$ cat src/tecu_pkg.sv
// error counter update block: shared constants
// assumes one 25 MHz clock and an 8-bit register port per framer
package tecu_pkg;
  // timing figures in their own units and derived cycle counts
  localparam longint CLOCK_HZ       = 25000000;
  localparam longint ONE_SECOND_US  = 1000000;
  localparam longint T1_INTERVAL_US = 42000;
  localparam longint E1_INTERVAL_US = 62500;
  localparam longint SECOND_CYCLES  = CLOCK_HZ * ONE_SECOND_US / 1000000;
  localparam longint T1_CYCLES      = CLOCK_HZ * T1_INTERVAL_US / 1000000;
  localparam longint E1_CYCLES      = CLOCK_HZ * E1_INTERVAL_US / 1000000;
  localparam int     TB_W           = 25;

  // register offsets on the framer page
  localparam logic [7:0] ADDR_LCV_HIGH  = 8'h50;
  localparam logic [7:0] ADDR_LCV_LOW   = 8'h51;
  localparam logic [7:0] ADDR_PCV_HIGH  = 8'h52;
  localparam logic [7:0] ADDR_PCV_LOW   = 8'h53;
  localparam logic [7:0] ADDR_OOS_HIGH  = 8'h54;
  localparam logic [7:0] ADDR_OOS_LOW   = 8'h55;
  localparam logic [7:0] ADDR_ERR_CFG   = 8'h86;
  localparam logic [7:0] ERR_CFG_RESET  = 8'h00;

  // error_counter_config fields
  localparam int BIT_ONE_SEC_SRC   = 7;
  localparam int BIT_MAN_LATCH_SRC = 6;
  localparam int BIT_MAN_LATCH     = 5;
  localparam int BIT_INTERVAL_SEL  = 4;
  localparam int BIT_ACCUM_MODE    = 3;
  localparam int BIT_FS_REPORT     = 2;
  localparam int BIT_OOS_FUNC      = 1;
  localparam int BIT_EXCESS_ZERO   = 0;

  // counters
  localparam int          CNT_W          = 16;
  localparam int          NUM_CNT        = 3;
  localparam int          CNT_LCV        = 0;
  localparam int          CNT_PCV        = 1;
  localparam int          CNT_OOS        = 2;
  localparam logic [15:0] CNT_MAX        = 16'hffff;
  localparam logic [4:0]  ZERO_RUN_PLAIN = 5'h10;
  localparam logic [4:0]  ZERO_RUN_B8ZS  = 5'h08;
endpackage

$ cat src/tecu_tick_if.sv
// tick bundle between the time base and the counter block
// assumes both ends share one clock
`timescale 1ns/1ns
interface tecu_tick_if;
  logic e1_mode;       // 1 = e1 interval length
  logic one_sec_tick;  // own one-second pulse
  logic short_tick;    // 42 ms / 62.5 ms pulse
  modport timebase (input e1_mode, output one_sec_tick, output short_tick);
  modport user (output e1_mode, input one_sec_tick, input short_tick);
endinterface

$ cat src/tecu_counter.sv
// framer receive error counters with timed or manual update
// assumes line events are one-cycle pulses synchronous to clock
// Functional notes
// - timed mode latches on own second tick, or framer one tick if select set
// - manual latch comes from own latch bit, or global latch if select set
// - rising manual latch bit loads registers next cycle and clears counts
// - t1 timed update every second, or every 42 ms when interval bit set
// - e1 timed update every second, or every 62.5 ms when interval bit set
// - accumulation mode bit picks timed (0) or manual (1) update
// - path counter counts ft errors, plus fs errors when report bit set
// - oos counter counts framing errors, or out-of-sync multiframes
// - line counter counts bipolar violations, plus excess zeros if enabled
// - without b8zs an excess zero event is a run of 16 zeros
// - with b8zs an excess zero event is a run of 8 zeros
// - b8zs codeword violations are not counted when b8zs decoding is on
// - line counter keeps counting during loss of frame
// - line count is 16 bits, high byte first register, low byte second
// - timer event flag sets every time the update interval elapses
`timescale 1ns/1ns
module tecu_counter #(
  parameter int unsigned SECOND_CYCLES = int'(tecu_pkg::SECOND_CYCLES),
  parameter int unsigned T1_CYCLES     = int'(tecu_pkg::T1_CYCLES),
  parameter int unsigned E1_CYCLES     = int'(tecu_pkg::E1_CYCLES)
) (
  input  wire logic       clock,                // 25 mhz clock
  input  wire logic       srst,                 // sync reset, high
  input  wire logic       cs,                   // register port select
  input  wire logic       wr_en,                // write strobe
  input  wire logic       rd_en,                // read strobe
  input  wire logic [7:0] addr,                 // register offset
  input  wire logic [7:0] wdata,                // write data
  output logic      [7:0] rdata_q,              // read data, next cycle
  input  wire logic       e1_mode,              // 1 = e1, 0 = t1
  input  wire logic       b8zs_enable,          // receive b8zs decoding
  input  wire logic       bpv_event,            // bipolar violation pulse
  input  wire logic       bpv_in_codeword,      // bpv part of b8zs word
  input  wire logic       bit_valid,            // received bit strobe
  input  wire logic       bit_is_zero,          // received bit was zero
  input  wire logic       ft_error,             // ft or fps bit error
  input  wire logic       fs_error,             // fs bit error
  input  wire logic       oos_multiframe,       // multiframe out of sync
  input  wire logic       receive_loss_of_frame,// frame sync lost
  input  wire logic       framer_one_tick,      // framer one second tick
  input  wire logic       global_counter_latch, // global latch level
  input  wire logic       timer_event_clear,    // clears timer flag
  output logic            one_second_tick,      // own second pulse
  output logic            timer_event_q         // latched timer event
);
  localparam int N = tecu_pkg::NUM_CNT;

  tecu_tick_if tick ();

  tecu_timebase #(
    .SECOND_CYCLES (SECOND_CYCLES),
    .T1_CYCLES     (T1_CYCLES),
    .E1_CYCLES     (E1_CYCLES)
  ) u_timebase (
    .clock (clock),
    .srst  (srst),
    .tb    (tick)
  );

  assign tick.e1_mode    = e1_mode;
  assign one_second_tick = tick.one_sec_tick;

  logic [7:0]  cfg_q;
  logic [7:0]  cfg_d;
  logic        latch_prev_q;
  logic        glb_prev_q;
  logic [4:0]  zrun_q;
  logic [4:0]  zrun_d;
  logic        timer_q;
  logic        timer_d;
  logic [7:0]  rdata_d;
  logic [15:0] cnt_q  [N];
  logic [15:0] cnt_d  [N];
  logic [15:0] held_q [N];
  logic [15:0] held_d [N];
  logic [N-1:0] inc;

  logic cfg_wr;
  logic manual;
  logic sec_tick;
  logic interval_tick;
  logic latch_rise;
  logic glb_rise;
  logic update_timed;
  logic update_manual;
  logic update;
  logic bpv_counted;
  logic zero_event;
  logic [4:0] zero_limit;

  // control and update selection
  always_comb begin
    cfg_wr   = cs && wr_en && (addr == tecu_pkg::ADDR_ERR_CFG);
    cfg_d    = cfg_wr ? wdata : cfg_q;
    manual   = cfg_q[tecu_pkg::BIT_ACCUM_MODE];
    sec_tick = cfg_q[tecu_pkg::BIT_ONE_SEC_SRC] ? framer_one_tick
                                                : tick.one_sec_tick;
    interval_tick = cfg_q[tecu_pkg::BIT_INTERVAL_SEL] ? tick.short_tick
                                                      : sec_tick;
    latch_rise = cfg_q[tecu_pkg::BIT_MAN_LATCH] && !latch_prev_q;
    glb_rise   = global_counter_latch && !glb_prev_q;
    update_timed  = !manual && interval_tick;
    update_manual = manual && (cfg_q[tecu_pkg::BIT_MAN_LATCH_SRC]
                               ? glb_rise : latch_rise);
    update  = update_timed || update_manual;
    // set wins over a clear in the same cycle
    timer_d = interval_tick ? 1'b1
            : (timer_event_clear ? 1'b0 : timer_q);
  end

  // line code violation qualification
  always_comb begin
    zero_limit = b8zs_enable ? tecu_pkg::ZERO_RUN_B8ZS
                             : tecu_pkg::ZERO_RUN_PLAIN;
    zrun_d = zrun_q;
    if (bit_valid) begin
      if (!bit_is_zero) begin
        zrun_d = '0;
      end else if (zrun_q != tecu_pkg::ZERO_RUN_PLAIN) begin
        zrun_d = zrun_q + 1'b1;
      end
    end
    // one event per run, when the run first reaches the limit
    zero_event = bit_valid && bit_is_zero && (zrun_q + 1'b1 == zero_limit);
    bpv_counted = bpv_event && !(b8zs_enable && bpv_in_codeword);
    // no loss of frame gating on the line counter
    inc[tecu_pkg::CNT_LCV] = bpv_counted ||
      (cfg_q[tecu_pkg::BIT_EXCESS_ZERO] && zero_event);
    inc[tecu_pkg::CNT_PCV] = !receive_loss_of_frame && (ft_error ||
      (cfg_q[tecu_pkg::BIT_FS_REPORT] && fs_error));
    inc[tecu_pkg::CNT_OOS] = cfg_q[tecu_pkg::BIT_OOS_FUNC]
      ? oos_multiframe : (!receive_loss_of_frame && ft_error);
  end

  // running counts and host-visible copies
  for (genvar i = 0; i < N; i++) begin : g_cnt
    always_comb begin
      if (update) begin
        cnt_d[i]  = {15'h0000, inc[i]};
        held_d[i] = cnt_q[i];
      end else begin
        cnt_d[i]  = (cnt_q[i] == tecu_pkg::CNT_MAX) ? cnt_q[i]
                  : cnt_q[i] + {15'h0000, inc[i]};
        held_d[i] = held_q[i];
      end
    end
    always_ff @(posedge clock) begin
      if (srst) begin
        cnt_q[i]  <= '0;
        held_q[i] <= '0;
      end else begin
        cnt_q[i]  <= cnt_d[i];
        held_q[i] <= held_d[i];
      end
    end
  end

  // register read port
  always_comb begin
    rdata_d = rdata_q;
    if (cs && rd_en) begin
      case (addr)
        tecu_pkg::ADDR_LCV_HIGH:
          rdata_d = held_q[tecu_pkg::CNT_LCV][15:8];
        tecu_pkg::ADDR_LCV_LOW:
          rdata_d = held_q[tecu_pkg::CNT_LCV][7:0];
        tecu_pkg::ADDR_PCV_HIGH: rdata_d = held_q[tecu_pkg::CNT_PCV][15:8];
        tecu_pkg::ADDR_PCV_LOW:  rdata_d = held_q[tecu_pkg::CNT_PCV][7:0];
        tecu_pkg::ADDR_OOS_HIGH: rdata_d = held_q[tecu_pkg::CNT_OOS][15:8];
        tecu_pkg::ADDR_OOS_LOW:  rdata_d = held_q[tecu_pkg::CNT_OOS][7:0];
        tecu_pkg::ADDR_ERR_CFG:  rdata_d = cfg_q;
        default:                 rdata_d = 8'h00;
      endcase
    end
  end

  always_ff @(posedge clock) begin
    if (srst) begin
      cfg_q       <= tecu_pkg::ERR_CFG_RESET;
      latch_prev_q <= 1'b0;
      glb_prev_q   <= 1'b0;
      zrun_q      <= '0;
      timer_q     <= 1'b0;
      rdata_q     <= 8'h00;
    end else begin
      cfg_q       <= cfg_d;
      latch_prev_q <= cfg_q[tecu_pkg::BIT_MAN_LATCH];
      glb_prev_q   <= global_counter_latch;
      zrun_q      <= zrun_d;
      timer_q     <= timer_d;
      rdata_q     <= rdata_d;
    end
  end

  assign timer_event_q = timer_q;
endmodule

$ cat src/tecu_timebase.sv
// one-second and short-interval pulse generator
// assumes a free running clock; pulses are one cycle wide
`timescale 1ns/1ns
module tecu_timebase #(
  parameter int unsigned SECOND_CYCLES = 25000000,
  parameter int unsigned T1_CYCLES     = 1050000,
  parameter int unsigned E1_CYCLES     = 1562500
) (
  input  wire logic  clock,  // system clock
  input  wire logic  srst,   // synchronous reset, high
  tecu_tick_if.timebase tb   // tick bundle
);
  localparam int W = tecu_pkg::TB_W;
  localparam logic [W-1:0] SEC_LAST = W'(SECOND_CYCLES - 1);
  localparam logic [W-1:0] T1_LAST  = W'(T1_CYCLES - 1);
  localparam logic [W-1:0] E1_LAST  = W'(E1_CYCLES - 1);

  logic [W-1:0] sec_q;
  logic [W-1:0] sec_d;
  logic [W-1:0] ivl_q;
  logic [W-1:0] ivl_d;
  logic [W-1:0] ivl_last;

  always_comb begin
    ivl_last = tb.e1_mode ? E1_LAST : T1_LAST;
    sec_d    = (sec_q == SEC_LAST) ? '0 : sec_q + 1'b1;
    // >= restarts cleanly if the mode shortens mid interval
    ivl_d    = (ivl_q >= ivl_last) ? '0 : ivl_q + 1'b1;
  end

  always_ff @(posedge clock) begin
    if (srst) begin
      sec_q <= '0;
      ivl_q <= '0;
    end else begin
      sec_q <= sec_d;
      ivl_q <= ivl_d;
    end
  end

  assign tb.one_sec_tick = (sec_q == SEC_LAST);
  assign tb.short_tick   = (ivl_q >= ivl_last);
endmodule
$ cat config.mk
export PLATFORM = sky130hd
export DESIGN_NAME = tecu_counter
export DESIGN_NICKNAME = d
export VERILOG_FILES = /design/src/tecu_pkg.sv /design/src/tecu_tick_if.sv /design/src/tecu_counter.sv /design/src/tecu_timebase.sv
export SDC_FILE = /design/constraint.sdc
export NUM_CORES = 1
export LEC_CHECK = 0
export BUFFER_PORTS_ARGS = -buffer_cell sky130_fd_sc_hd__buf_4
export CAP_MARGIN = 30
export CORE_UTILIZATION = 30
export DETAILED_ROUTE_END_ITERATION = 8
export SLEW_MARGIN = 20
export SYNTH_ARGS = -nofsm -noshare
export SYNTH_HDL_FRONTEND = slang
export SYNTH_SLANG_ARGS = --single-unit
$ cat constraint.sdc
create_clock -name clock -period 7.6 [get_ports clock]
set_input_delay 1.52 -clock clock [delete_from_list [all_inputs] [get_ports clock]]
set_output_delay 1.52 -clock clock [all_outputs]
set_load 0.02 [all_outputs]
# Word level (Yosys, flattened, before mapping)
# Memories as Yosys holds them, arrays and structs flattened.
# Cells that the tools add are included.
[totals] register_bits=74 ramBits=96 out_inout_bits=10 memories=2
[classes] add_sub_neg=6 order_cmp=1 eq_ne=14 muxes=29 n_bitwise=6 reduce_logical=27
[mem_list] memory="cnt_q" depth=3 word_bits=16 rd=3 rd_ports_with_merged_regs=0 write_ports=3 line_no="tecu_counter.sv:75" text="logic [15:0] cnt_q [N];"
[mem_list] memory="held_q" depth=3 word_bits=16 rd=3 rd_ports_with_merged_regs=0 write_ports=3 line_no="tecu_counter.sv:77" text="logic [15:0] held_q [N];"
[ops] operator="$mux W16" n=15
[ops] operator="$pmux W8 S7" n=1
[ops] operator="$add A25 B1 Y25 const B" n=2
[ops] operator="$add A16 B1 Y16" n=3
[ops] operator="$eq A16 B16 Y1 const B" n=3
[ops] operator="$eq A8 B7 Y1 const B" n=6
[ops] operator="$eq A25 B25 Y1 const B" n=1
[ops] operator="$ge A25 B25 Y1" n=1
[ops] operator="$mux W19" n=1
[ops] operator="$logic_and A1 B1 Y1" n=15
[ops] operator="$mux W5" n=3
[ops] operator="$mux W1" n=9
[ops] operator="$eq A8 B8 Y1 const B" n=1
[ops] operator="$or A1 B1 Y1" n=6
[ops] operator="$add A5 B1 Y5 const B" n=1
[ops] operator="$eq A5 B5 Y1" n=1
[ops] operator="$logic_not A1 Y1" n=5
[ops] operator="$ne A5 B5 Y1 const B" n=1
[ops] operator="$reduce_or A2 Y1" n=2
[ops] operator="$logic_or A1 B1 Y1" n=3
[ops] operator="$ne A2 B1 Y1 const B" n=1
[ops] operator="$reduce_and A2 Y1" n=1
[ops] operator="$reduce_bool A2 Y1" n=1

# Depth between registers and ports, before layout
# Gate-level depths: netlist of run 1.
[depth] depth_word=9 depth_mapped=11 mapped_depth_nobuf=11

# By module
# From an unflattened synthesis of run 1, not the netlist that was laid out.
[unflattened] hier_cells=905 area_unflattened_um2=7933.9
[modules_own_cells] module="tecu_counter" n_inst=1 cells_per_inst=627 area_each_um2=5455.2
[modules_own_cells] module="tecu_timebase" n_inst=1 cells_per_inst=278 area_each_um2=2478.6

# Least setup slack after synthesis of run 1
# OpenSTA, ideal clock, no wires.
[synth_path] path_kind="input-to-reg" start="input e1_mode" end="memory held_q[0][0]" setup_ns=0.128 arrival_time_ns=3.278 t_required_ns=7.472 setup_slack_ns=4.194 path_stages=10 path_buffers=2 path_cell_list="inv_1 > ha_1 > a21oi_1 > a21oi_1 > o21ba_1 > o311ai_1 > buf_2 > buf_4 > mux2i_1 > nor2_1"
[synth_rtl] item="from (decl)" line_no="tecu_counter.sv:33" text="input wire logic e1_mode,"
[synth_rtl] item="to (decl)" line_no="tecu_counter.sv:77"

==> results of run 1 <==
==> power groups by stage <==
stage	Sequential [mW]	Combinational [mW]	Clock, mW
6_report	0.903	0.0586	0.867
5_1_grt	0.903	0.0657	0.924
4_1_cts	0.902	0.0591	0.890
3_5_place_dp	0.922	0.0590	0
2_1_floorplan	0.921	0.0361	0
3_3_place_gp	0.922	0.0582	0
==> sequential cells by signal, summed over array words and instances (netlist names) <==
signal	count
latch_prev_q	1
cnt_q	48
glb_prev_q	1
cfg_q	8
timer_event_q	1
u_timebase.sec_q	25
u_timebase.ivl_q	25
held_q	48
zrun_q	5
rdata_q	8
==> worst max-delay path, delay by kind of cell <==
kind                       cells  cell delay (ps)
buffers and inverters          4             1400
AOI/OAI and AO/OA              4              740
and+or+nand+nor                2              540
adders and majority gates      1              310
==> kinds of logic after synthesis <==
family                   synth area share [%]
AND/OR/NAND/NOR                         23.79
AO/OA/AOI/OAI                           6.415
flip-flops                              44.29
adder cells (fa/ha/maj)                 3.256
XOR/XNOR                                9.118
other                                 0.04880
buffers and inverters                   3.142
multiplexers                            9.948
==> layout make-up <==
| type | count | area (µm²) |
|---|---|---|
| fill | 2589 | 16300 |
| timing repair buffer | 46 | 345.3 |
| inverter | 18 | 67.56 |
| antenna | 1 | 2.502 |
| multi-input combinational | 638 | 4069 |
| clock buffer | 21 | 460.4 |
| tap | 330 | 412.9 |
| sequential | 170 | 3403 |
| clock inverter | 9 | 122.6 |
==> layer usage <==
layer | track usage (%) | part of all wire [%] | vias to the layer above
met4 | 6.003 | 1.8 | 0
met3 | 2.681 | 3.7 | 20
met1 | 19.12 | 51 | 2794
li1 | - | - | 3031
met5 | 0 | 0 | -
met2 | 19.27 | 43 | 86
==> worst max path at each step <==
stage,startpoint,end,slack (ps)
floorplan,e1_mode,held_q[0][0],4190
detailed placement,e1_mode,cnt_q[0][3],2960
global route,e1_mode,cnt_q[0][3],3140
global placement,e1_mode,cnt_q[0][3],3000
CTS,e1_mode,cnt_q[0][3],3400
finish,e1_mode,cnt_q[0][3],3390
==> cell usage in the layout (no fill, tap or decap), types with 3 or more instances in the layout <==
cell type,n
sky130_fd_sc_hd__nand4b_1,3
sky130_fd_sc_hd__a211oi_1,3
sky130_fd_sc_hd__inv_1,18
sky130_fd_sc_hd__nand3_1,38
sky130_fd_sc_hd__o311ai_1,3
sky130_fd_sc_hd__or3_1,8
sky130_fd_sc_hd__clkinv_2,5
sky130_fd_sc_hd__nand4_1,22
sky130_fd_sc_hd__clkbuf_16,17
sky130_fd_sc_hd__o21ai_1,6
sky130_fd_sc_hd__o21ai_0,9
sky130_fd_sc_hd__nor2b_1,5
sky130_fd_sc_hd__a21oi_1,14
sky130_fd_sc_hd__a22oi_1,13
sky130_fd_sc_hd__xor2_1,34
sky130_fd_sc_hd__xnor2_1,46
sky130_fd_sc_hd__dfxtp_1,170
sky130_fd_sc_hd__mux2i_1,64
sky130_fd_sc_hd__and4_1,7
sky130_fd_sc_hd__and3_1,11
sky130_fd_sc_hd__a31oi_1,6
sky130_fd_sc_hd__nor4b_1,3
sky130_fd_sc_hd__buf_4,46
sky130_fd_sc_hd__nand2b_1,5
sky130_fd_sc_hd__conb_1,4
sky130_fd_sc_hd__o221ai_1,6
sky130_fd_sc_hd__bufinv_16,3
sky130_fd_sc_hd__ha_1,20
sky130_fd_sc_hd__nor4_1,8
sky130_fd_sc_hd__nor3_1,27
sky130_fd_sc_hd__nand2_1,52
sky130_fd_sc_hd__mux2_2,11
sky130_fd_sc_hd__nor2_1,184
==> stage by stage <==
step                      setup WS, ps  total power [mW]
after CTS                         3403             1.851
after global placement            3001            0.9803
after floorplan                   4194            0.9567
after detailed placement          2956            0.9814
final                             3393             1.828
after global routing              3143             1.893
==> results_tabular.tex, run 1 <==
\begin{tabular}{lr}
\hline
Metric & Value \\
\hline
\multicolumn{2}{l}{\textbf{Die}} \\
\quad Io pins & 44 \\
\quad Die ar. & 26,260 µm² \\
\quad Height of the die & approximately 160 µm \\
\quad Core Box Area & about 25,000 µm² \\
\quad Number of placement rows & 58 \\
\quad Die width & $\sim$160 µm \\
\quad Initial core utilization & a little under a third \\
\multicolumn{2}{l}{\textbf{Clock tree}} \\
\quad CTS H-tree depth & 4 \\
\quad Clock Path Buffers & 2 \\
\quad Cell chosen for the clock root & sky130\_fd\_sc\_hd\_\_clkbuf\_16 \\
\quad Number of cells upsized or downsized after cts & 0 \\
\quad Sink Count & 170 \\
\quad CTS tree & yes \\
\quad Post-CTS Setup Bufs & 0 \\
\quad Number of hold buffers added after CTS & 0 \\
\quad Clk Latency, worst-skew pair & 430 ps \\
\quad Clock-pin slew of the registers on the worst-case setup and hold paths & 60 ps \\
\quad TritonCTS Buffers & 17 \\
\multicolumn{2}{l}{\textbf{Timing}} \\
\quad Endpoints failing hold & 0 \\
\quad Total negative slack for setup checks & 0 ps \\
\quad Slew at the pin with the worst max-slew slack & $\sim$900 ps \\
\quad Max-slew violation count & 0 \\
\quad Fmax & roughly 240 MHz \\
\quad Max-slew headroom at the worst pin & 41.25\% \\
\quad Worst hold slack after final layout & approximately 450 ps \\
\quad Final period utilization & a little under three fifths \\
\quad Post-Route Skew & 12.50 ps \\
\quad Minimum clock period & roughly 4200 ps \\
\quad RSZ-0062 raised after global routing & no \\
\quad Setup-failing EPs final & 0 \\
\multicolumn{2}{l}{\textbf{Power and ir drop}} \\
\quad IR drop worst, VDD & between 0.00015 and 0.0002 V \\
\quad Reported leakage power & $\sim$3.5 nW \\
\quad Ratio of total power to cell area & 205.8 nW/µm² \\
\quad Sequential power share & 49.4\% \\
\quad Logic gate share of total power & under 10\% \\
\quad Clock share of power & a little under half \\
\quad Cell internal power dissipation & 1.448 mW \\
\quad Fraction of power spent switching nets & between 20\% and 30\% \\
\quad Reported net switching power & between 0.3 and 0.4 mW \\
\multicolumn{2}{l}{\textbf{Synthesis}} \\
\quad Number of flops mapped to enable cells by yosys & 0 \\
\quad Synthesized instance count & between 800 and 900 \\
\quad Area of the mapped netlist & 7685 µm² \\
\quad Fraction of synthesized cell area taken by the top area cell type & around 44\% \\
\quad Library cell with the highest instance count after synthesis & sky130\_fd\_sc\_hd\_\_nor2\_1 \\
\quad Yosys warning total & 0 \\
\quad Share of the yosys chip area belonging to registers & around 44\% \\
\quad Post-synthesis register bit count & 170 \\
\quad Leading cell types by count after synthesis & 184 x sky130\_fd\_sc\_hd\_\_nor2\_1, 170 x sky130\_fd\_sc\_hd\_\_dfxtp\_1, 64 x sky130\_fd\_sc\_hd\_\_mux2i\_1, 52 x sky130\_fd\_sc\_hd\_\_nand2\_1, 46 x sky130\_fd\_sc\_hd\_\_xnor2\_1 \\
\quad Number of distinct library cells after synthesis & 55 \\
\quad Top flip-flop cell by instance count after synthesis & sky130\_fd\_sc\_hd\_\_dfxtp\_1 \\
\quad Top post-synthesis cells by area & sky130\_fd\_sc\_hd\_\_dfxtp\_1 44\%, sky130\_fd\_sc\_hd\_\_nor2\_1 9.0\%, sky130\_fd\_sc\_hd\_\_mux2i\_1 8.3\% \\
\quad Async set or reset register ratio after synthesis & 0\% \\
\quad Biggest area consumer among synthesized cells & sky130\_fd\_sc\_hd\_\_dfxtp\_1 \\
\quad Synthesized area divided by synthesized cell count & 8.978 µm² \\
\multicolumn{2}{l}{\textbf{Drt}} \\
\quad Iteration count of the initial detailed-routing pass & 4 \\
\quad Number of design rule violations left after detail routing & 0 \\
\quad Count of antenna-violating nets left after detailed routing & 0 \\
\quad Detailed Route WL & $\sim$17 mm \\
\quad Vias after detailed routing & 5,931 \\
\quad Ratio of routed vias to standard cells & a little under 5 \\
\quad Avg WL per Cell & around 14 µm \\
\quad Detailed router's first-iteration violation count & 394 \\
\multicolumn{2}{l}{\textbf{Global routing}} \\
\quad Global route overflow & 0 \\
\quad Antenna violations before repair & 0 \\
\quad Number of global-route vias before repair & approximately 5,300 \\
\quad Maximum number of pins on one net before global-route repair & between 70 and 80 \\
\quad Global Route Usage Sum & between 10\% and 20\% \\
\quad First-pass GRT wire length & 27.62 mm \\
\multicolumn{2}{l}{\textbf{Hold path}} \\
\quad Startpoint of the most critical hold path & u\_timebase.sec\_q[0] \\
\quad Hold Path Cell Cnt & 1 \\
\quad Hold Crit Class & reg -> reg \\
\quad Hold Path End & u\_timebase.sec\_q[0] \\
\multicolumn{2}{l}{\textbf{Setup path}} \\
\quad Worst path arrival time & about 4600 ps \\
\quad Endpoint kind of the worst setup timing path & flip-flop \\
\quad CP Cell Sequence & buf\_4 > inv\_1 > ha\_1 > a21oi\_1 > a21oi\_1 > o21ba\_1 > o311ai\_4 > buf\_4 > nand2b\_1 > buf\_4 > nor3\_1 \\
\quad Critical path peak fanout & between 50 and 60 \\
\quad Cells on worst reg2reg path & 9 \\
\quad Launching point of the worst reg2reg path & u\_timebase.sec\_q[0] \\
\quad Cell repeated most along the worst path & sky130\_fd\_sc\_hd\_\_buf\_4 \\
\quad Kind of start point of the critical path & primary input \\
\quad Type of the worst setup path & in -> reg \\
\quad Max stage delay on crit path & around 720 ps \\
\quad Crit path required time & a little under 8000 ps \\
\quad Register-to-Register Setup Slack & around 4300 ps \\
\quad Worst reg2reg endpoint & cnt\_q[0][3] \\
\quad Slowest stage cell on the critical path & sky130\_fd\_sc\_hd\_\_buf\_4 \\
\multicolumn{2}{l}{\textbf{Job}} \\
\quad \# Max-Cap Violations & 0 \\
\multicolumn{2}{l}{\textbf{Status}} \\
\quad Result of the run & complete, no violations \\
\multicolumn{2}{l}{\textbf{Place}} \\
\quad Number of instances in the placed design & 1,201 \\
\quad Post-detailed-placement cell area & 8290 µm² \\
\quad Count of port buffers added during placement & 43 \\
\quad Final estimated routing congestion in global placement & just over 0.8 \\
\quad Post-DP HPWL & approximately 12 mm \\
\multicolumn{2}{l}{\textbf{Layout}} \\
\quad Count of non-filler cells in the finished layout & between 1,000 and 1,500 \\
\quad Area of all placed cells without fillers & between 8000 and 9000 µm² \\
\quad Final Net Count & roughly 950 \\
\quad Share of layout cells above drive strength 1 & about a tenth \\
\quad Post-layout utilization of the core & a little over a third \\
\quad Layout overhead on the synthesized area & 15.60\% \\
\hline
\end{tabular}
Power figures use the tool's default switching activity.
==> run 2, diff against run 1 <==
==> constraint.sdc (replaced) <==
create_clock -name clock -period 4.3 [get_ports clock]
set_input_delay 0.86 -clock clock [delete_from_list [all_inputs] [get_ports clock]]
set_output_delay 0.86 -clock clock [all_outputs]
set_load 0.02 [all_outputs]
==> results_tabular.tex, run 2 (synthesized netlist as in run 1, its figures left out) <==
\begin{tabular}{lr}
\hline
Metric & Value \\
\hline
\multicolumn{2}{l}{\textbf{Drt}} \\
\quad Ratio of routed vias to standard cells & 4.812 (was 4.810) \\
\quad Avg WL per Cell & 13.53 µm (was 13.65 µm) \\
\quad Met3 wirelength from detailed routing & 735 µm (was 621 µm) \\
\quad Iteration count of the initial detailed-routing pass & 4 (unchanged) \\
\quad Detailed router's first-iteration violation count & 364 (was 394) \\
\quad Routed wl met2 & 7.083 mm (was 7.239 mm) \\
\quad Count of antenna-violating nets left after detailed routing & 0 (unchanged) \\
\quad Number of design rule violations left after detail routing & 0 (unchanged) \\
\quad Vias after detailed routing & 5,943 (was 5,931) \\
\quad Routed met1 length & 8.607 mm (was 8.664 mm) \\
\quad Detailed Route WL & 16.72 mm (was 16.84 mm) \\
\quad Highest routed layer & met4 (unchanged) \\
\multicolumn{2}{l}{\textbf{Die}} \\
\quad Io pins & 44 (unchanged) \\
\quad Die ar. & 26,260 µm² (unchanged) \\
\quad Number of placement rows & 58 (unchanged) \\
\quad Die width & 162.1 µm (unchanged) \\
\quad Core Box Area & 25,180 µm² (unchanged) \\
\quad Height of the die & 162.1 µm (unchanged) \\
\quad Initial core utilization & 30.52\% (unchanged) \\
\multicolumn{2}{l}{\textbf{Setup path}} \\
\quad Launching point of the worst reg2reg path & zrun\_q[0] (was u\_timebase.sec\_q[0]) \\
\quad Crit path required time & 4590 ps (was 7950 ps) \\
\quad Kind of start point of the critical path & primary input (unchanged) \\
\quad Slowest stage cell on the critical path & sky130\_fd\_sc\_hd\_\_buf\_4 (unchanged) \\
\quad Critical path peak fanout & 54 (was 55) \\
\quad Bufs and invs on worst path & 3 (was 4) \\
\quad Endpoint kind of the worst setup timing path & flip-flop (unchanged) \\
\quad Worst reg2reg endpoint & cnt\_q[0][11] (was cnt\_q[0][3]) \\
\quad Cell repeated most along the worst path & sky130\_fd\_sc\_hd\_\_buf\_4 (unchanged) \\
\quad Worst path arrival time & 3340 ps (was 4560 ps) \\
\quad Cell family with most CP delay & buffers and inverters (unchanged) \\
\quad Cells on worst reg2reg path & 11 (was 9) \\
\quad Type of the worst setup path & in -> reg (unchanged) \\
\quad Register-to-Register Setup Slack & 1300 ps (was 4280 ps) \\
\quad CP Cell Sequence & buf\_4 > inv\_1 > ha\_1 > a21oi\_1 > o21ai\_1 > o21ba\_1 > o311ai\_4 > buf\_4 > mux2i\_1 > nor2\_1 (was buf\_4 > inv\_1 > ha\_1 > a21oi\_1 > a21oi\_1 > o21ba\_1 > o311ai\_4 > buf\_4 > nand2b\_1 > buf\_4 > nor3\_1) \\
\quad Max stage delay on crit path & 680 ps (was 720 ps) \\
\multicolumn{2}{l}{\textbf{Timing}} \\
\quad Fmax & 327.5 MHz \\
\quad Endpoints failing hold & 0 (unchanged) \\
\quad Max-slew headroom at the worst pin & 39.24\% (was 41.25\%) \\
\quad Slew at the pin with the worst max-slew slack & 906.4 ps (was 881.2 ps) \\
\quad Setup-failing EPs final & 0 (unchanged) \\
\quad PnR worst setup slack & 1247 ps (was 3393 ps) \\
\quad RSZ-0062 raised after global routing & no (unchanged) \\
\quad Total negative slack for setup checks & 0 ps (unchanged) \\
\quad Max-slew violation count & 0 (unchanged) \\
\quad Post-Route Skew & 10.54 ps (was 12.50 ps) \\
\quad Final period utilization & roughly 70\% \\
\quad Minimum clock period & about 3100 ps \\
\multicolumn{2}{l}{\textbf{Power and ir drop}} \\
\quad Clock share of power & 48.6\% (was 47.4\%) \\
\quad Reported leakage power & 3.480 nW (was 3.460 nW) \\
\quad Sequential power share & 48.3\% (was 49.4\%) \\
\quad Reported net switching power & 0.7313 mW (was 0.3808 mW) \\
\quad Fraction of power spent switching nets & 22.15\% (was 20.83\%) \\
\quad Ratio of total power to cell area & 369.6 nW/µm² (was 205.8 nW/µm²) \\
\quad Overall Power & 3.301 mW (was 1.828 mW) \\
\quad Logic gate share of total power & 3.1\% (was 3.2\%) \\
\quad Cell internal power dissipation & 2.570 mW (was 1.448 mW) \\
\quad IR drop worst, VDD & 0.0003238 V (was 0.0001602 V) \\
\multicolumn{2}{l}{\textbf{Job}} \\
\quad \# Max-Cap Violations & 0 (unchanged) \\
\multicolumn{2}{l}{\textbf{Place}} \\
\quad Post-DP HPWL & 11.85 mm (was 11.94 mm) \\
\quad Final estimated routing congestion in global placement & 0.8107 (was 0.8238) \\
\quad Count of port buffers added during placement & 43 (unchanged) \\
\quad Worst setup timing slack at the placement stage & 825.4 ps (was 2956 ps) \\
\multicolumn{2}{l}{\textbf{Clock tree}} \\
\quad TritonCTS Buffers & 17 (unchanged) \\
\quad CTS H-tree depth & 4 (unchanged) \\
\quad Post-CTS Setup Bufs & 0 (unchanged) \\
\quad Number of hold buffers added after CTS & 0 (unchanged) \\
\quad Clock-pin slew of the registers on the worst-case setup and hold paths & 70 ps (was 60 ps) \\
\quad Sink Count & 170 (unchanged) \\
\quad Clk Latency, worst-skew pair & 440 ps (was 430 ps) \\
\quad Cell chosen for the clock root & sky130\_fd\_sc\_hd\_\_clkbuf\_16 (unchanged) \\
\quad CTS tree & yes (unchanged) \\
\quad Number of cells upsized or downsized after cts & 0 (unchanged) \\
\quad Clock Path Buffers & 2 (unchanged) \\
\multicolumn{2}{l}{\textbf{Layout}} \\
\quad Share of layout cells above drive strength 1 & 10.83\% (was 10.31\%) \\
\quad Highest-count cells in the layout ignoring fill and taps & 184 x sky130\_fd\_sc\_hd\_\_nor2\_1, 170 x sky130\_fd\_sc\_hd\_\_dfxtp\_1, 64 x sky130\_fd\_sc\_hd\_\_mux2i\_1 (unchanged) \\
\quad Final Net Count & 946 (was 945) \\
\quad Antenna cells & 0 (was 1) \\
\quad Post-layout utilization of the core & 35.47\% (was 35.28\%) \\
\quad Most common library cell in the layout ignoring fill and taps & sky130\_fd\_sc\_hd\_\_nor2\_1 (unchanged) \\
\quad Leading registers by flop count & cnt\_q x48, held\_q x48 (unchanged) \\
\quad Layout overhead on the synthesized area & 16.23\% (was 15.60\%) \\
\multicolumn{2}{l}{\textbf{Hold path}} \\
\quad Startpoint of the most critical hold path & u\_timebase.sec\_q[0] (unchanged) \\
\quad Hold Path Cell Cnt & 1 (unchanged) \\
\quad Hold Path End & u\_timebase.sec\_q[0] (unchanged) \\
\quad Hold Crit Class & reg -> reg (unchanged) \\
\multicolumn{2}{l}{\textbf{Global routing}} \\
\quad Number of global-route vias before repair & 5,466 (was 5,342) \\
\quad Maximum number of pins on one net before global-route repair & 68 (was 76) \\
\quad First-pass GRT wire length & 27.50 mm (was 27.62 mm) \\
\quad Global Route Usage Sum & 13.34\% (was 13.40\%) \\
\quad Global route overflow & 0 (unchanged) \\
\quad Antenna violations before repair & 0 (unchanged) \\
\multicolumn{2}{l}{\textbf{Status}} \\
\quad Result of the run & complete, no violations (unchanged) \\
\hline
\end{tabular}
-- run 2: cell types whose count changed in the layout (fill, tap and decap cells not counted), sizes merged --
cell	before	now
buf	46	47
inv	18	22
diode	1	0
clkbuf	21	18
clkinv	5	6
-- run 2: metrics by stage --
step                hold WS [ps]  cell area, µm²  instances
floorplan                  413.2            7696        859
global placement           426.0            8305       1203
detailed placement         431.4            8305       1203
CTS                        442.8            8932       1235
global route               471.8            8932       1235
finish                     440.6            8932       1235
-- run 2: worst max-delay path by stage --
stage | cells after the start | endpoint | from
6_report | 10 | held_q[1][5] | e1_mode
5_1_grt | 11 | cnt_q[0][11] | zrun_q[1]
4_1_cts | 11 | cnt_q[0][11] | zrun_q[0]
3_5_place_dp | 10 | cnt_q[1][0] | e1_mode
3_3_place_gp | 10 | held_q[0][5] | e1_mode
2_1_floorplan | 10 | held_q[0][0] | e1_mode
-- run 2: layer usage --
metal / vias to the layer above / GRT usage, %
li1: 3040 / -
met1: 2765 / 18.33
met2: 113 / 20.04
met3: 25 / 3.115
met4: 0 / 5.274
met5: - / 0
-- run 2: power by group through the flow --
| stage | Sequential [mW] | Combinational (mW) | Clock (mW) |
|---|---|---|---|
| finish | 1.59 | 0.104 | 1.60 |
| global route | 1.59 | 0.117 | 1.71 |
| CTS | 1.59 | 0.105 | 1.64 |
| detailed placement | 1.63 | 0.104 | 0 |
| global placement | 1.63 | 0.103 | 0 |
| floorplan | 1.63 | 0.0639 | 0 |
-- run 2: worst register-to-register path, stage by stage, from the launching register on --
cell and delay [ps]:
sky130_fd_sc_hd__dfxtp_1 400, sky130_fd_sc_hd__ha_1 250, sky130_fd_sc_hd__nand3_1 150, sky130_fd_sc_hd__xor2_1 190, sky130_fd_sc_hd__o41a_1 410, sky130_fd_sc_hd__o221ai_1 280, sky130_fd_sc_hd__ha_1 240, sky130_fd_sc_hd__and3_1 180
sky130_fd_sc_hd__nand2_1 180, sky130_fd_sc_hd__nor4b_1 400, sky130_fd_sc_hd__xnor2_1 160, sky130_fd_sc_hd__nor2_1 50
-- run 2: layout make-up --
class,instances,area (µm²)
sequential,170,3403
clock inverter,14,187.7
fill,2592,16250
multi-input combinational,638,4069
clock buffer,18,439.2
inverter,18,67.56
timing repair buffer,47,352.8
tap,330,412.9
